$ cat config.mk
export PLATFORM = sky130hd
export DESIGN_NAME = instruction_field_decoder
export DESIGN_NICKNAME = d
export VERILOG_FILES = /design/src/instruction_field_decoder.v
export VERILOG_INCLUDE_DIRS = /design/src
export SDC_FILE = /design/constraint.sdc
export NUM_CORES = 1
export LEC_CHECK = 0
export ABC_AREA = 1
export BUFFER_PORTS_ARGS = -buffer_cell sky130_fd_sc_hd__buf_2
export CAP_MARGIN = 15
export CORE_MARGIN = 2
export CORE_UTILIZATION = 52
export CTS_BUF_LIST = sky130_fd_sc_hd__clkbuf_8
export DETAILED_ROUTE_END_ITERATION = 10
export HOLD_SLACK_MARGIN = 0.1
export PLACE_DENSITY_LB_ADDON = 0.1
export SLEW_MARGIN = 20
export SYNTH_ARGS = -nofsm -noshare
export SYNTH_HDL_FRONTEND = slang
export SYNTH_SLANG_ARGS = --single-unit
$ cat constraint.sdc
create_clock -name i_core_clk -period 2.4 [get_ports i_core_clk]
set_input_delay 0.24 -clock i_core_clk [delete_from_list [all_inputs] [get_ports i_core_clk]]
set_output_delay 0.24 -clock i_core_clk [all_outputs]
set_load 0.01 [all_outputs]
$ cat src/instruction_field_decoder_defines.vh
/*
  constants for the instruction field decoder: register offsets, control bits,
  reset values, prefix encodings, segment and size codes, length limit.
  assumes it is included by its bare name from the decoder source.
*/
`ifndef INSTRUCTION_FIELD_DECODER_DEFINES_VH
`define INSTRUCTION_FIELD_DECODER_DEFINES_VH

// register byte offsets
`define IFD_CTRL_OFS 4'h0
`define IFD_STATUS_OFS 4'h4
`define IFD_LAST_OFS 4'h8

// control register bits and reset value
`define IFD_CTRL_OP32_BIT 0
`define IFD_CTRL_AD32_BIT 1
`define IFD_CTRL_RESET 2'h0

// prefix bytes
`define IFD_PFX_ES 8'h26
`define IFD_PFX_CS 8'h2E
`define IFD_PFX_SS 8'h36
`define IFD_PFX_DS 8'h3E
`define IFD_PFX_FS 8'h64
`define IFD_PFX_GS 8'h65
`define IFD_PFX_OPSZ 8'h66
`define IFD_PFX_ADSZ 8'h67
`define IFD_PFX_LOCK 8'hF0
`define IFD_PFX_REPEAT_WHILE_UNEQUAL_PREFIX 8'hF2
`define IFD_PFX_REPE 8'hF3
`define IFD_ESCAPE 8'h0F

// segment codes, same as the 3-bit segment select field
`define IFD_SEG_ES 3'h0
`define IFD_SEG_CS 3'h1
`define IFD_SEG_SS 3'h2
`define IFD_SEG_DS 3'h3
`define IFD_SEG_FS 3'h4
`define IFD_SEG_GS 3'h5

// operand size codes
`define IFD_OPSZ_8 2'h0
`define IFD_OPSZ_16 2'h1
`define IFD_OPSZ_32 2'h2

// register codes used by addressing
`define IFD_REG_BX 3'h3
`define IFD_REG_SP 3'h4
`define IFD_REG_BP 3'h5
`define IFD_REG_SI 3'h6
`define IFD_REG_DI 3'h7

// longest legal instruction in bytes
`define IFD_MAX_LEN 5'h0F

`endif

$ cat src/instruction_field_decoder.v
/*
  instruction field decoder: takes instruction bytes one per clock from the
  fetch stage, gathers prefixes, opcode and addressing bytes, counts off the displacement and
  immediate bytes without keeping them, then holds the decoded fields until the next instruction, with a one-cycle valid pulse. software reaches
  default sizes and counters over an avalon-mm slave with waitrequest.
  assumes the byte stream comes from logic on i_core_clk and that the
  execution stage pulses i_exec_done when a locked instruction finishes.

*/
// Local design decisions: the register offsets and register access over Avalon-MM.
`timescale 1ns/1ps
`default_nettype none
`include "instruction_field_decoder_defines.vh"

module instruction_field_decoder (
  // clock and reset
  input wire i_core_clk,
  input wire i_rst_n,
  // instruction byte stream
  input wire i_byte_valid,
  input wire [7:0] i_byte_data,
  output wire o_byte_ready,
  // execution stage
  input wire i_exec_done,
  output wire o_bus_lock,
  // decoded instruction
  output wire o_dec_valid,
  output wire o_gp_fault,
  output wire [3:0] o_dec_len,
  output wire [7:0] o_opcode,
  output wire o_two_byte,
  output wire [2:0] o_group_sel,
  output wire [1:0] o_op_size,
  output wire o_addr32,
  output wire o_dir,
  output wire [3:0] o_reg_sel,
  output wire o_rm_is_reg,
  output wire [3:0] o_rm_sel,
  output wire o_mem_operand,
  output wire [3:0] o_base_sel,
  output wire [3:0] o_index_sel,
  output wire [1:0] o_scale,
  output wire [2:0] o_seg,
  output wire [2:0] o_disp_size,
  output wire [2:0] o_imm_size,
  output wire o_imm_sext,
  output wire o_repeat_while_unequal_prefix,
  output wire o_repeat_while_equal_prefix,
  output wire [2:0] o_sreg_sel,
  output wire o_sreg_valid,
  output wire [1:0] o_special_kind,
  output wire [2:0] o_special_sel,
  output wire o_special_valid,
  // avalon-mm slave
  input wire [3:0] i_avs_address,
  input wire i_avs_read,
  input wire i_avs_write,
  input wire [31:0] i_avs_writedata,
  input wire [3:0] i_avs_byteenable,
  output wire [31:0] o_avs_readdata,
  output wire o_avs_waitrequest
);

  localparam [5:0] ST_PFX = 6'h01;
  localparam [5:0] ST_OP2 = 6'h02;
  localparam [5:0] ST_MODRM = 6'h04;
  localparam [5:0] ST_SIB = 6'h08;
  localparam [5:0] ST_TAIL = 6'h10;
  localparam [5:0] ST_EMIT = 6'h20;

  // opcode attributes: [0] modrm [1] imm [2] has w [3] w [4] has d
  // [5] s [6] string [7] 2-bit segment [8] 3-bit segment [9] special move
  function [9:0] op_info;
    input two;
    input [7:0] op;
    begin
      op_info = 10'h000;
      if (two) begin
        op_info[0] = 1'b1;
        if (op[7:3] == 5'h04 && op[2:0] != 3'h5 && op[2:0] != 3'h7) begin
          op_info[9] = 1'b1;
          op_info[4] = 1'b1;
        end
      end else if (op[7:6] == 2'h0 && op[2] == 1'b0) begin
        op_info[0] = 1'b1;
        op_info[2] = 1'b1;
        op_info[3] = op[0];
        op_info[4] = 1'b1;
      end else if (op[7:6] == 2'h0 && op[2:1] == 2'h2) begin
        op_info[1] = 1'b1;
        op_info[2] = 1'b1;
        op_info[3] = op[0];
      end else if (op[7:5] == 3'h0 && op[2:1] == 2'h3) begin
        op_info[7] = 1'b1;
      end else if (op[7:2] == 6'h20) begin
        op_info[0] = 1'b1;
        op_info[1] = 1'b1;
        op_info[2] = 1'b1;
        op_info[3] = op[0];
        op_info[5] = op[1];
      end else if (op[7:2] == 6'h21 || op[7:2] == 6'h22) begin
        op_info[0] = 1'b1;
        op_info[2] = 1'b1;
        op_info[3] = op[0];
        op_info[4] = op[3];
      end else if (op == 8'h8C || op == 8'h8E) begin
        op_info[0] = 1'b1;
        op_info[8] = 1'b1;
      end else if (op[7:2] == 6'h29 || (op[7:4] == 4'hA && op[3:1] >= 3'h5)) begin
        op_info[2] = 1'b1;
        op_info[3] = op[0];
        op_info[6] = 1'b1;
      end else if (op[7:4] == 4'hB) begin
        op_info[1] = 1'b1;
        op_info[2] = 1'b1;
        op_info[3] = op[3];
      end else if (op[7:1] == 7'h63) begin
        op_info[0] = 1'b1;
        op_info[1] = 1'b1;
        op_info[2] = 1'b1;
        op_info[3] = op[0];
      end
    end
  endfunction

  function [3:0] imm_bytes;
    input [9:0] info;
    input opsz32;
    begin
      if (!info[1])
        imm_bytes = 4'h0;
      else if ((info[2] && !info[3]) || info[5])
        imm_bytes = 4'h1;
      else
        imm_bytes = opsz32 ? 4'h4 : 4'h2;
    end
  endfunction

  function [3:0] disp_bytes;
    input ad32;
    input [7:0] modrm;
    input [2:0] sib_base;
    begin
      if (modrm[7:6] == 2'h1)
        disp_bytes = 4'h1;
      else if (modrm[7:6] == 2'h2)
        disp_bytes = ad32 ? 4'h4 : 4'h2;
      else if (modrm[7:6] == 2'h3)
        disp_bytes = 4'h0;
      else if (!ad32)
        disp_bytes = (modrm[2:0] == 3'h6) ? 4'h2 : 4'h0;
      else if (modrm[2:0] == 3'h5 || (modrm[2:0] == 3'h4 && sib_base == 3'h5))
        disp_bytes = 4'h4;
      else
        disp_bytes = 4'h0;
    end
  endfunction

  // control and status
  reg [1:0] ctrl_r;
  reg [15:0] instr_cnt_r;
  reg [7:0] fault_cnt_r;
  reg wait_r;
  reg [31:0] rdata_r;

  // sequencing
  reg [5:0] state_r, state_nxt;
  reg ready_r;
  reg [4:0] len_r, len_nxt;
  reg [3:0] tail_r, tail_nxt;
  reg [3:0] imm_r, imm_nxt;
  reg [7:0] opcode_r, opcode_nxt;
  reg two_r, two_nxt;
  reg [7:0] modrm_r, modrm_nxt;
  reg [7:0] sib_r, sib_nxt;
  reg has_sib_r, has_sib_nxt;
  reg [2:0] pfx_seg_r, pfx_seg_nxt;
  reg pfx_ov_r, pfx_ov_nxt;
  reg pfx_opsz_r, pfx_opsz_nxt;
  reg pfx_adsz_r, pfx_adsz_nxt;
  reg pfx_lock_r, pfx_lock_nxt;
  reg pfx_repeat_while_unequal_prefix_r, pfx_repeat_while_unequal_prefix_nxt;
  reg pfx_repe_r, pfx_repe_nxt;
  reg fault_nxt;
  reg op_done;
  reg [9:0] info_v;

  wire take = i_byte_valid & ready_r;
  wire opsz32 = ctrl_r[`IFD_CTRL_OP32_BIT] ^ pfx_opsz_r;
  wire ad32 = ctrl_r[`IFD_CTRL_AD32_BIT] ^ pfx_adsz_r;
  wire need_sib = ad32 && i_byte_data[7:6] != 2'h3 && i_byte_data[2:0] == 3'h4;

  always @* begin
    state_nxt = state_r;
    len_nxt = len_r;
    tail_nxt = tail_r;
    imm_nxt = imm_r;
    opcode_nxt = opcode_r;
    two_nxt = two_r;
    modrm_nxt = modrm_r;
    sib_nxt = sib_r;
    has_sib_nxt = has_sib_r;
    pfx_seg_nxt = pfx_seg_r;
    pfx_ov_nxt = pfx_ov_r;
    pfx_opsz_nxt = pfx_opsz_r;
    pfx_adsz_nxt = pfx_adsz_r;
    pfx_lock_nxt = pfx_lock_r;
    pfx_repeat_while_unequal_prefix_nxt = pfx_repeat_while_unequal_prefix_r;
    pfx_repe_nxt = pfx_repe_r;
    fault_nxt = 1'b0;
    op_done = 1'b0;
    info_v = 10'h000;
    if (state_r == ST_EMIT) begin
      // one instruction is done: no prefix survives into the next one
      state_nxt = ST_PFX;
      len_nxt = 5'h00;
      pfx_ov_nxt = 1'b0;
      pfx_opsz_nxt = 1'b0;
      pfx_adsz_nxt = 1'b0;
      pfx_lock_nxt = 1'b0;
      pfx_repeat_while_unequal_prefix_nxt = 1'b0;
      pfx_repe_nxt = 1'b0;
    end else if (take && len_r == `IFD_MAX_LEN) begin
      // a sixteenth byte: drop the instruction, fetch must restart
      fault_nxt = 1'b1;
      state_nxt = ST_PFX;
      len_nxt = 5'h00;
      pfx_ov_nxt = 1'b0;
      pfx_opsz_nxt = 1'b0;
      pfx_adsz_nxt = 1'b0;
      pfx_lock_nxt = 1'b0;
      pfx_repeat_while_unequal_prefix_nxt = 1'b0;
      pfx_repe_nxt = 1'b0;
    end else if (take) begin
      len_nxt = len_r + 5'h01;
      case (state_r)
        ST_PFX: begin
          // prefixes set flags in any order, except that of several segment prefixes the last one wins
          case (i_byte_data)
            `IFD_PFX_ES, `IFD_PFX_CS, `IFD_PFX_SS, `IFD_PFX_DS: begin
              pfx_seg_nxt = {1'b0, i_byte_data[4:3]};
              pfx_ov_nxt = 1'b1;
            end
            `IFD_PFX_FS, `IFD_PFX_GS: begin
              pfx_seg_nxt = {2'h2, i_byte_data[0]};
              pfx_ov_nxt = 1'b1;
            end
            `IFD_PFX_OPSZ: pfx_opsz_nxt = 1'b1;
            `IFD_PFX_ADSZ: pfx_adsz_nxt = 1'b1;
            `IFD_PFX_LOCK: pfx_lock_nxt = 1'b1;
            `IFD_PFX_REPEAT_WHILE_UNEQUAL_PREFIX: pfx_repeat_while_unequal_prefix_nxt = 1'b1;
            `IFD_PFX_REPE: pfx_repe_nxt = 1'b1;
            `IFD_ESCAPE: state_nxt = ST_OP2;
            default: op_done = 1'b1;
          endcase
        end
        ST_OP2: op_done = 1'b1;
        ST_MODRM: begin
          modrm_nxt = i_byte_data;
          if (need_sib) begin
            has_sib_nxt = 1'b1;
            state_nxt = ST_SIB;
          end else begin
            tail_nxt = disp_bytes(ad32, i_byte_data, 3'h0) + imm_r;
            state_nxt = (tail_nxt == 4'h0) ? ST_EMIT : ST_TAIL;
          end
        end
        ST_SIB: begin
          sib_nxt = i_byte_data;
          tail_nxt = disp_bytes(ad32, modrm_r, i_byte_data[2:0]) + imm_r;
          state_nxt = (tail_nxt == 4'h0) ? ST_EMIT : ST_TAIL;
        end
        ST_TAIL: begin
          tail_nxt = tail_r - 4'h1;
          if (tail_r == 4'h1)
            state_nxt = ST_EMIT;
        end
        default: state_nxt = ST_PFX;
      endcase
      if (op_done) begin
        // the mod r/m byte, when present, may still refine the opcode
        two_nxt = (state_r == ST_OP2);
        opcode_nxt = i_byte_data;
        info_v = op_info(two_nxt, i_byte_data);
        imm_nxt = imm_bytes(info_v, opsz32);
        has_sib_nxt = 1'b0;
        modrm_nxt = 8'h00;
        sib_nxt = 8'h00;
        tail_nxt = imm_nxt;
        if (info_v[0])
          state_nxt = ST_MODRM;
        else
          state_nxt = (imm_nxt == 4'h0) ? ST_EMIT : ST_TAIL;
      end
    end
  end

  // field decode of the finished instruction
  reg [9:0] inf_e;
  reg byte_e;
  reg [1:0] opsz_e;
  reg [3:0] base_e, index_e;
  reg [1:0] scale_e;
  reg ss_e;
  reg mem_e;
  reg [2:0] seg_e;
  reg [1:0] spk_e;
  reg spv_e;
  reg [3:0] disp_e;
  wire [1:0] mod_w = modrm_r[7:6];
  wire [2:0] rm_w = modrm_r[2:0];
  wire [2:0] eee_w = modrm_r[5:3];

  always @* begin
    inf_e = op_info(two_r, opcode_r);
    byte_e = inf_e[2] & ~inf_e[3];
    opsz_e = byte_e ? `IFD_OPSZ_8 : (opsz32 ? `IFD_OPSZ_32 : `IFD_OPSZ_16);
    mem_e = inf_e[0] && mod_w != 2'h3;
    base_e = 4'h0;
    index_e = 4'h0;
    scale_e = 2'h0;
    ss_e = 1'b0;
    if (!ad32) begin
      case (rm_w)
        3'h0: begin base_e = {1'b1, `IFD_REG_BX}; index_e = {1'b1, `IFD_REG_SI}; end
        3'h1: begin base_e = {1'b1, `IFD_REG_BX}; index_e = {1'b1, `IFD_REG_DI}; end
        3'h2: begin base_e = {1'b1, `IFD_REG_BP}; index_e = {1'b1, `IFD_REG_SI}; end
        3'h3: begin base_e = {1'b1, `IFD_REG_BP}; index_e = {1'b1, `IFD_REG_DI}; end
        3'h4: index_e = {1'b1, `IFD_REG_SI};
        3'h5: index_e = {1'b1, `IFD_REG_DI};
        3'h6: if (mod_w != 2'h0) base_e = {1'b1, `IFD_REG_BP};
        default: base_e = {1'b1, `IFD_REG_BX};
      endcase
      ss_e = (base_e == {1'b1, `IFD_REG_BP});
    end else if (!has_sib_r) begin
      if (!(mod_w == 2'h0 && rm_w == 3'h5))
        base_e = {1'b1, rm_w};
      ss_e = (base_e == {1'b1, `IFD_REG_BP});
    end else begin
      if (!(mod_w == 2'h0 && sib_r[2:0] == 3'h5))
        base_e = {1'b1, sib_r[2:0]};
      if (sib_r[5:3] != `IFD_REG_SP)
        index_e = {1'b1, sib_r[5:3]};
      // 10 is taken as the x4 pattern, so the field is a shift count
      scale_e = sib_r[7:6];
      ss_e = (base_e == {1'b1, `IFD_REG_SP}) || (base_e == {1'b1, `IFD_REG_BP});
    end
    seg_e = pfx_ov_r ? pfx_seg_r : (ss_e ? `IFD_SEG_SS : `IFD_SEG_DS);
    // never above four bytes, so the top bit is always clear
    disp_e = disp_bytes(ad32, modrm_r, sib_r[2:0]);
    // special moves: 0F 20/22 control, 21/23 debug, 24/26 test
    spk_e = opcode_r[2] ? 2'h2 : {1'b0, opcode_r[0]};
    case (spk_e)
      2'h0: spv_e = (eee_w == 3'h0) || (eee_w >= 3'h2 && eee_w <= 3'h4);
      2'h1: spv_e = (eee_w <= 3'h3) || (eee_w >= 3'h6);
      default: spv_e = (eee_w >= 3'h3);
    endcase
  end

  // output registers
  reg lock_r, valid_r, fault_r, two_o_r, ad32_r, dir_r, rmreg_r, mem_r, sext_r;
  reg repeat_while_unequal_prefix_r, repe_r, sregv_r, specv_r;
  reg [3:0] len_o_r, reg_r, rm_r, base_r, index_r;
  reg [7:0] opcode_o_r;
  reg [2:0] group_r, seg_r, disp_r, imm_o_r, sreg_r, spsel_r;
  reg [1:0] opsz_r, scale_r, spk_r;

  always @(posedge i_core_clk) begin
    if (!i_rst_n) begin
      state_r <= ST_PFX;
      ready_r <= 1'b0;
      len_r <= 5'h00;
      tail_r <= 4'h0;
      imm_r <= 4'h0;
      opcode_r <= 8'h00;
      two_r <= 1'b0;
      modrm_r <= 8'h00;
      sib_r <= 8'h00;
      has_sib_r <= 1'b0;
      pfx_seg_r <= `IFD_SEG_DS;
      pfx_ov_r <= 1'b0;
      pfx_opsz_r <= 1'b0;
      pfx_adsz_r <= 1'b0;
      pfx_lock_r <= 1'b0;
      pfx_repeat_while_unequal_prefix_r <= 1'b0;
      pfx_repe_r <= 1'b0;
      lock_r <= 1'b0;
      valid_r <= 1'b0;
      fault_r <= 1'b0;
      len_o_r <= 4'h0;
      opcode_o_r <= 8'h00;
      two_o_r <= 1'b0;
      group_r <= 3'h0;
      opsz_r <= `IFD_OPSZ_8;
      ad32_r <= 1'b0;
      dir_r <= 1'b0;
      reg_r <= 4'h0;
      rmreg_r <= 1'b0;
      rm_r <= 4'h0;
      mem_r <= 1'b0;
      base_r <= 4'h0;
      index_r <= 4'h0;
      scale_r <= 2'h0;
      seg_r <= `IFD_SEG_DS;
      disp_r <= 3'h0;
      imm_o_r <= 3'h0;
      sext_r <= 1'b0;
      repeat_while_unequal_prefix_r <= 1'b0;
      repe_r <= 1'b0;
      sreg_r <= 3'h0;
      sregv_r <= 1'b0;
      spk_r <= 2'h0;
      spsel_r <= 3'h0;
      specv_r <= 1'b0;
    end else begin
      state_r <= state_nxt;
      ready_r <= (state_nxt != ST_EMIT);
      len_r <= len_nxt;
      tail_r <= tail_nxt;
      imm_r <= imm_nxt;
      opcode_r <= opcode_nxt;
      two_r <= two_nxt;
      modrm_r <= modrm_nxt;
      sib_r <= sib_nxt;
      has_sib_r <= has_sib_nxt;
      pfx_seg_r <= pfx_seg_nxt;
      pfx_ov_r <= pfx_ov_nxt;
      pfx_opsz_r <= pfx_opsz_nxt;
      pfx_adsz_r <= pfx_adsz_nxt;
      pfx_lock_r <= pfx_lock_nxt;
      pfx_repeat_while_unequal_prefix_r <= pfx_repeat_while_unequal_prefix_nxt;
      pfx_repe_r <= pfx_repe_nxt;
      valid_r <= (state_r == ST_EMIT);
      fault_r <= fault_nxt;
      // a new locked instruction wins over the release of the previous one
      if (state_r == ST_EMIT && pfx_lock_r)
        lock_r <= 1'b1;
      else if (i_exec_done)
        lock_r <= 1'b0;
      if (state_r == ST_EMIT) begin
        len_o_r <= len_r[3:0];
        opcode_o_r <= opcode_r;
        two_o_r <= two_r;
        group_r <= eee_w;
        opsz_r <= opsz_e;
        ad32_r <= ad32;
        dir_r <= inf_e[4] & opcode_r[1];
        reg_r <= {byte_e, eee_w};
        rmreg_r <= inf_e[0] && mod_w == 2'h3;
        rm_r <= {byte_e, rm_w};
        mem_r <= mem_e;
        base_r <= mem_e ? base_e : 4'h0;
        index_r <= mem_e ? index_e : 4'h0;
        scale_r <= mem_e ? scale_e : 2'h0;
        seg_r <= seg_e;
        disp_r <= mem_e ? disp_e[2:0] : 3'h0;
        imm_o_r <= imm_r[2:0];
        sext_r <= inf_e[1] & inf_e[5] & ~byte_e;
        repeat_while_unequal_prefix_r <= pfx_repeat_while_unequal_prefix_r & inf_e[6];
        repe_r <= pfx_repe_r & inf_e[6];
        sreg_r <= inf_e[7] ? {1'b0, opcode_r[4:3]} : eee_w;
        sregv_r <= inf_e[7] | (inf_e[8] & (eee_w <= `IFD_SEG_GS));
        spk_r <= spk_e;
        spsel_r <= eee_w;
        specv_r <= inf_e[9] & spv_e;
      end
    end
  end

  // avalon slave: one wait cycle, answer on the cycle after the request
  always @(posedge i_core_clk) begin
    if (!i_rst_n) begin
      ctrl_r <= `IFD_CTRL_RESET;
      instr_cnt_r <= 16'h0000;
      fault_cnt_r <= 8'h00;
      wait_r <= 1'b1;
      rdata_r <= 32'h0000_0000;
    end else begin
      wait_r <= ~((i_avs_read | i_avs_write) & wait_r);
      if (state_r == ST_EMIT)
        instr_cnt_r <= instr_cnt_r + 16'h0001;
      if (fault_nxt)
        fault_cnt_r <= fault_cnt_r + 8'h01;
      if (i_avs_write && !wait_r && i_avs_address == `IFD_CTRL_OFS && i_avs_byteenable[0])
        ctrl_r <= i_avs_writedata[1:0];
      if (i_avs_read && wait_r) begin
        case (i_avs_address)
          `IFD_CTRL_OFS: rdata_r <= {30'h0, ctrl_r};
          `IFD_STATUS_OFS: rdata_r <= {7'h00, lock_r, fault_cnt_r, instr_cnt_r};
          `IFD_LAST_OFS: rdata_r <= {11'h000, seg_r, ad32_r, opsz_r, len_o_r, two_o_r,
                                     2'h0, opcode_o_r};
          default: rdata_r <= 32'h0000_0000;
        endcase
      end
    end
  end

  assign o_byte_ready = ready_r;
  assign o_bus_lock = lock_r;
  assign o_dec_valid = valid_r;
  assign o_gp_fault = fault_r;
  assign o_dec_len = len_o_r;
  assign o_opcode = opcode_o_r;
  assign o_two_byte = two_o_r;
  assign o_group_sel = group_r;
  assign o_op_size = opsz_r;
  assign o_addr32 = ad32_r;
  assign o_dir = dir_r;
  assign o_reg_sel = reg_r;
  assign o_rm_is_reg = rmreg_r;
  assign o_rm_sel = rm_r;
  assign o_mem_operand = mem_r;
  assign o_base_sel = base_r;
  assign o_index_sel = index_r;
  assign o_scale = scale_r;
  assign o_seg = seg_r;
  assign o_disp_size = disp_r;
  assign o_imm_size = imm_o_r;
  assign o_imm_sext = sext_r;
  assign o_repeat_while_unequal_prefix = repeat_while_unequal_prefix_r;
  assign o_repeat_while_equal_prefix = repe_r;
  assign o_sreg_sel = sreg_r;
  assign o_sreg_valid = sregv_r;
  assign o_special_kind = spk_r;
  assign o_special_sel = spsel_r;
  assign o_special_valid = specv_r;
  assign o_avs_readdata = rdata_r;
  assign o_avs_waitrequest = wait_r;

endmodule // instruction_field_decoder
`default_nettype wire

==> results.md <==
- Async SR Flop Fraction: 0
- #FFs+latches synth: between 150 and 200
- Yosys cell types: 52
- Crit path kind: flip-flop to flip-flop
- Mapped Area: slightly below 0.008 mm^2
- Fin crit share: 0.940
- Logic pwr share: 0.135
- Crit-path max FO: 5
- Initial antenna violation count: 0
- Met3 WL: 1260 um
- Final instance area: 0.00910 mm^2
- Met2 WL: 9500 um
- DRC: 0
- Fin. Hold Viols: 0
- Iteration-0 DRC count of the detailed router: 654
- DIE AREA: 0.0159 mm^2
- Worst path depth: 13
- Mapped Cells: about 1100
- Worst path bufs/invs: 2
- Max-Slew Margin vs Limit: 0.641
- Ys flop type: dfxtp_1
- GR Overflow Total: 0
- ANT nets after route: 0
- Synth warnings: 0
- Psw: between 1500 and 2000 uW
- First-pass GRT wire length: 34600 um
- Post-synth top area share: 0.421
- Pre-CTS setup slack: 0.0127 ns
- Crit path arrival time: 2.61 ns
- CP delay by family, top: simple AND/OR/NAND/NOR gates
- Seq pwr share: 0.488
- Max Fclk: about 0.44 GHz
- Final design utilization: 0.626
- Final worst setup slack: 0.144 ns
- Worst-path clk slew: 0.09 ns
- Final WL: 21400 um
- Row Count: 44
- WL per Instance: 15.3 um
- Placed cell area: 0.00855 mm^2
- Hold/Removal Path Class: primary input to flip-flop
- P_leak: between 0.003 and 0.004 uW
- Clock power frac: 0.377
- Mapped Avg Cell Area: 7.22 um^2
- Clock buffer depth: 2
- R2R Setup Slk: approximately 0.14 ns
- Post-synth EDFFs: 0
- Largest net degree at the start of global routing: 53
- Setup Skew: 0.0133 ns
- Max-Cap Viols: 0
- Internal power: 4130 uW
- Hpwl dp: about 16000 um
- Reg2Reg Depth: 13
- Pwr Density: 641 mW/mm^2
- Max FFs per register: 25
- Sw frac: 0.292
- Core area: about 0.015 mm^2
- CTS HTree Levels: 4
- Synth-to-Final Area Change: 17.4%
- Capturing point of the worst reg2reg path: state_r[4]
- Die X: 126 um
- Area leader, netlist: dfxtp_1
- Gr usage total: 0.273
- Slowest cell on the critical path: dfxtp_1
- Post-CTS Setup Repair Bufs: 0
- Crit path from: modrm_r[1]
- CTS tree: yes
- PortBufs: 112
- Fin nets: roughly 1300
- Most frequent CP cell: a21oi_1
- GPL Wtd Cong: 0.951
- Slew @ Worst Pin: 0.538 ns
- Worst endpoint required time: between 2 and 3 ns
- Layout cells sized above 1: 0.201
- Ports: 153
- Total number of vias: around 7400
- Die H: 126 um
- Setup violations, final: 0
- CTS Root Cell: clkbuf_8
- Largest cells by area after synthesis: dfxtp_1, nand2_1, inv_1
- Antenna cells: 0
- Outcome: finished clean
- Reg2reg start: modrm_r[1]
- CP peak stage delay: 0.32 ns
- Synth top cells by count: nand2_1, dfxtp_1, inv_1
- Worst VDD drop: 0.477 mV
- Kind of end point of the critical path: flip-flop
- Routed metal-1 wirelength: 10200 um
- Clk sinks: 163
- Top-count cell post-synth: nand2_1
- CP Launch Type: flip-flop
- Clock Latency Late Sink: 0.48 ns
- Max-slew violation count: 0
- Num CTS Buffers: 17
- Vias per std cell: between 5 and 6
- Initial Utilization: 0.534
- DR pass1 iterations: 7
- Vias in the first global route: 6707
- Post-synthesis sequential area ratio: 0.421
- Tmin final: between 2 and 2.5 ns
- Uppermost routed layer: met4
- CP Capture Point: state_r[4]
- Critical path, cell by cell: buf_4 > nor3_1 > inv_1 > nand2_1 > a21oi_1 > nor3_1 > ha_1 > a21oi_1 > nand2_1 > a21oi_1 > o21ai_1 > nand2_1 > a21oi_1
==> cell type report <==
type	instances	area (um^2)
fillers	1359	5430
multi-input cells	718	3730
flip-flops and latches	163	3270
repair buffers	153	897
inverters	145	547
clock buffers	19	262
well taps	184	230
clock inverters	13	170
==> worst min path at each step <==
stage	start	to	slack, ns	cells past startpoint
after floorplan	i_avs_read	o_avs_waitrequest	0.36	1
after global placement	o_mem_operand	o_mem_operand	0.43	2
after detailed placement	o_avs_waitrequest	o_avs_waitrequest	0.44	1
after CTS	i_byte_data[2]	modrm_r[2]	0.11	3
after global routing	i_byte_data[2]	modrm_r[2]	0.11	3
final	i_byte_data[2]	sib_r[2]	0.13	3
==> repair_timing <==
item | CTS | global route
hold buffers | 5 | 0
cloned | 0 | 0
hold endpoints to repair | 4 | 0
resized for setup | 2 | 16
pin swaps | 0 | 3
setup endpoints to repair | 1 | 9
==> routing by layer <==
layer	up-vias	track usage
met1	3359	0.381
met3	38	0.0548
met2	252	0.425
met5	-	0
met4	0	0.0905
li1	3794	-
==> cell usage in the layout, fill, tap and decap left out, types with 3 or more instances in the layout <==
master / synthesis / routed
inv_6: 0 / 5
conb_1: 1 / 7
nor2_4: 6 / 8
nand2_1: 222 / 221
ha_1: 12 / 12
a211oi_2: 6 / 6
dlygate4sd3_1: 0 / 5
inv_1: 133 / 132
dfxtp_1: 163 / 160
o21ai_0: 89 / 89
nor2_1: 90 / 86
clkinvlp_4: 0 / 3
nand3_1: 36 / 36
nor4_1: 7 / 7
xor2_1: 4 / 4
nand2_2: 5 / 6
o32ai_1: 3 / 3
nand2_4: 4 / 4
buf_2: 11 / 112
o211ai_1: 7 / 7
o22ai_1: 29 / 29
a21oi_1: 97 / 96
nand4_1: 25 / 25
nor3_1: 25 / 23
o21ai_1: 6 / 5
nor2_2: 8 / 10
buf_4: 19 / 34
clkbuf_8: 0 / 19
dfxtp_2: 0 / 3
inv_2: 9 / 10
bufinv_16: 0 / 3
==> through the flow <==
step	power, uW	instances	hold slack (ns)	setup TNS [ns]
6_report	5840	1395	0.131	0
5_1_grt	6080	1395	0.114	-0.0427
4_1_cts	5840	1395	0.109	0
3_5_place_dp	3670	1358	0.439	0
3_3_place_gp	3660	1358	0.431	0
2_1_floorplan	3460	1080	0.356	0
==> power by group through the flow <==
stage | clock [uW] | sequential [uW] | combinational (uW)
final | 2200 | 2850 | 790
after global routing | 2340 | 2860 | 883
after CTS | 2230 | 2850 | 772
after detailed placement | 0 | 2910 | 757
after global placement | 0 | 2910 | 754
after floorplan | 0 | 2900 | 557
==> logic make-up after synthesis <==
group,count (synthesis),synth area share
buffers and inverters,199,0.110
flip-flops,163,0.421
AND/OR/NAND/NOR,438,0.254
other,1,0.000483
XOR/XNOR,7,0.00790
adder cells (fa/ha/maj),14,0.0245
AO/OA/AOI/OAI,252,0.183
==> worst register-to-register path: cells and delay by family (launching register included) <==
family	cells	cell delay (ns)
AO/OA/AOI/OAI	5	0.57
adder cells (fa/ha/maj)	1	0.31
buffers and inverters	2	0.25
flip-flops	1	0.32
AND/OR/NAND/NOR	5	0.70
No activity file was read; power rests on OpenSTA's default activity.
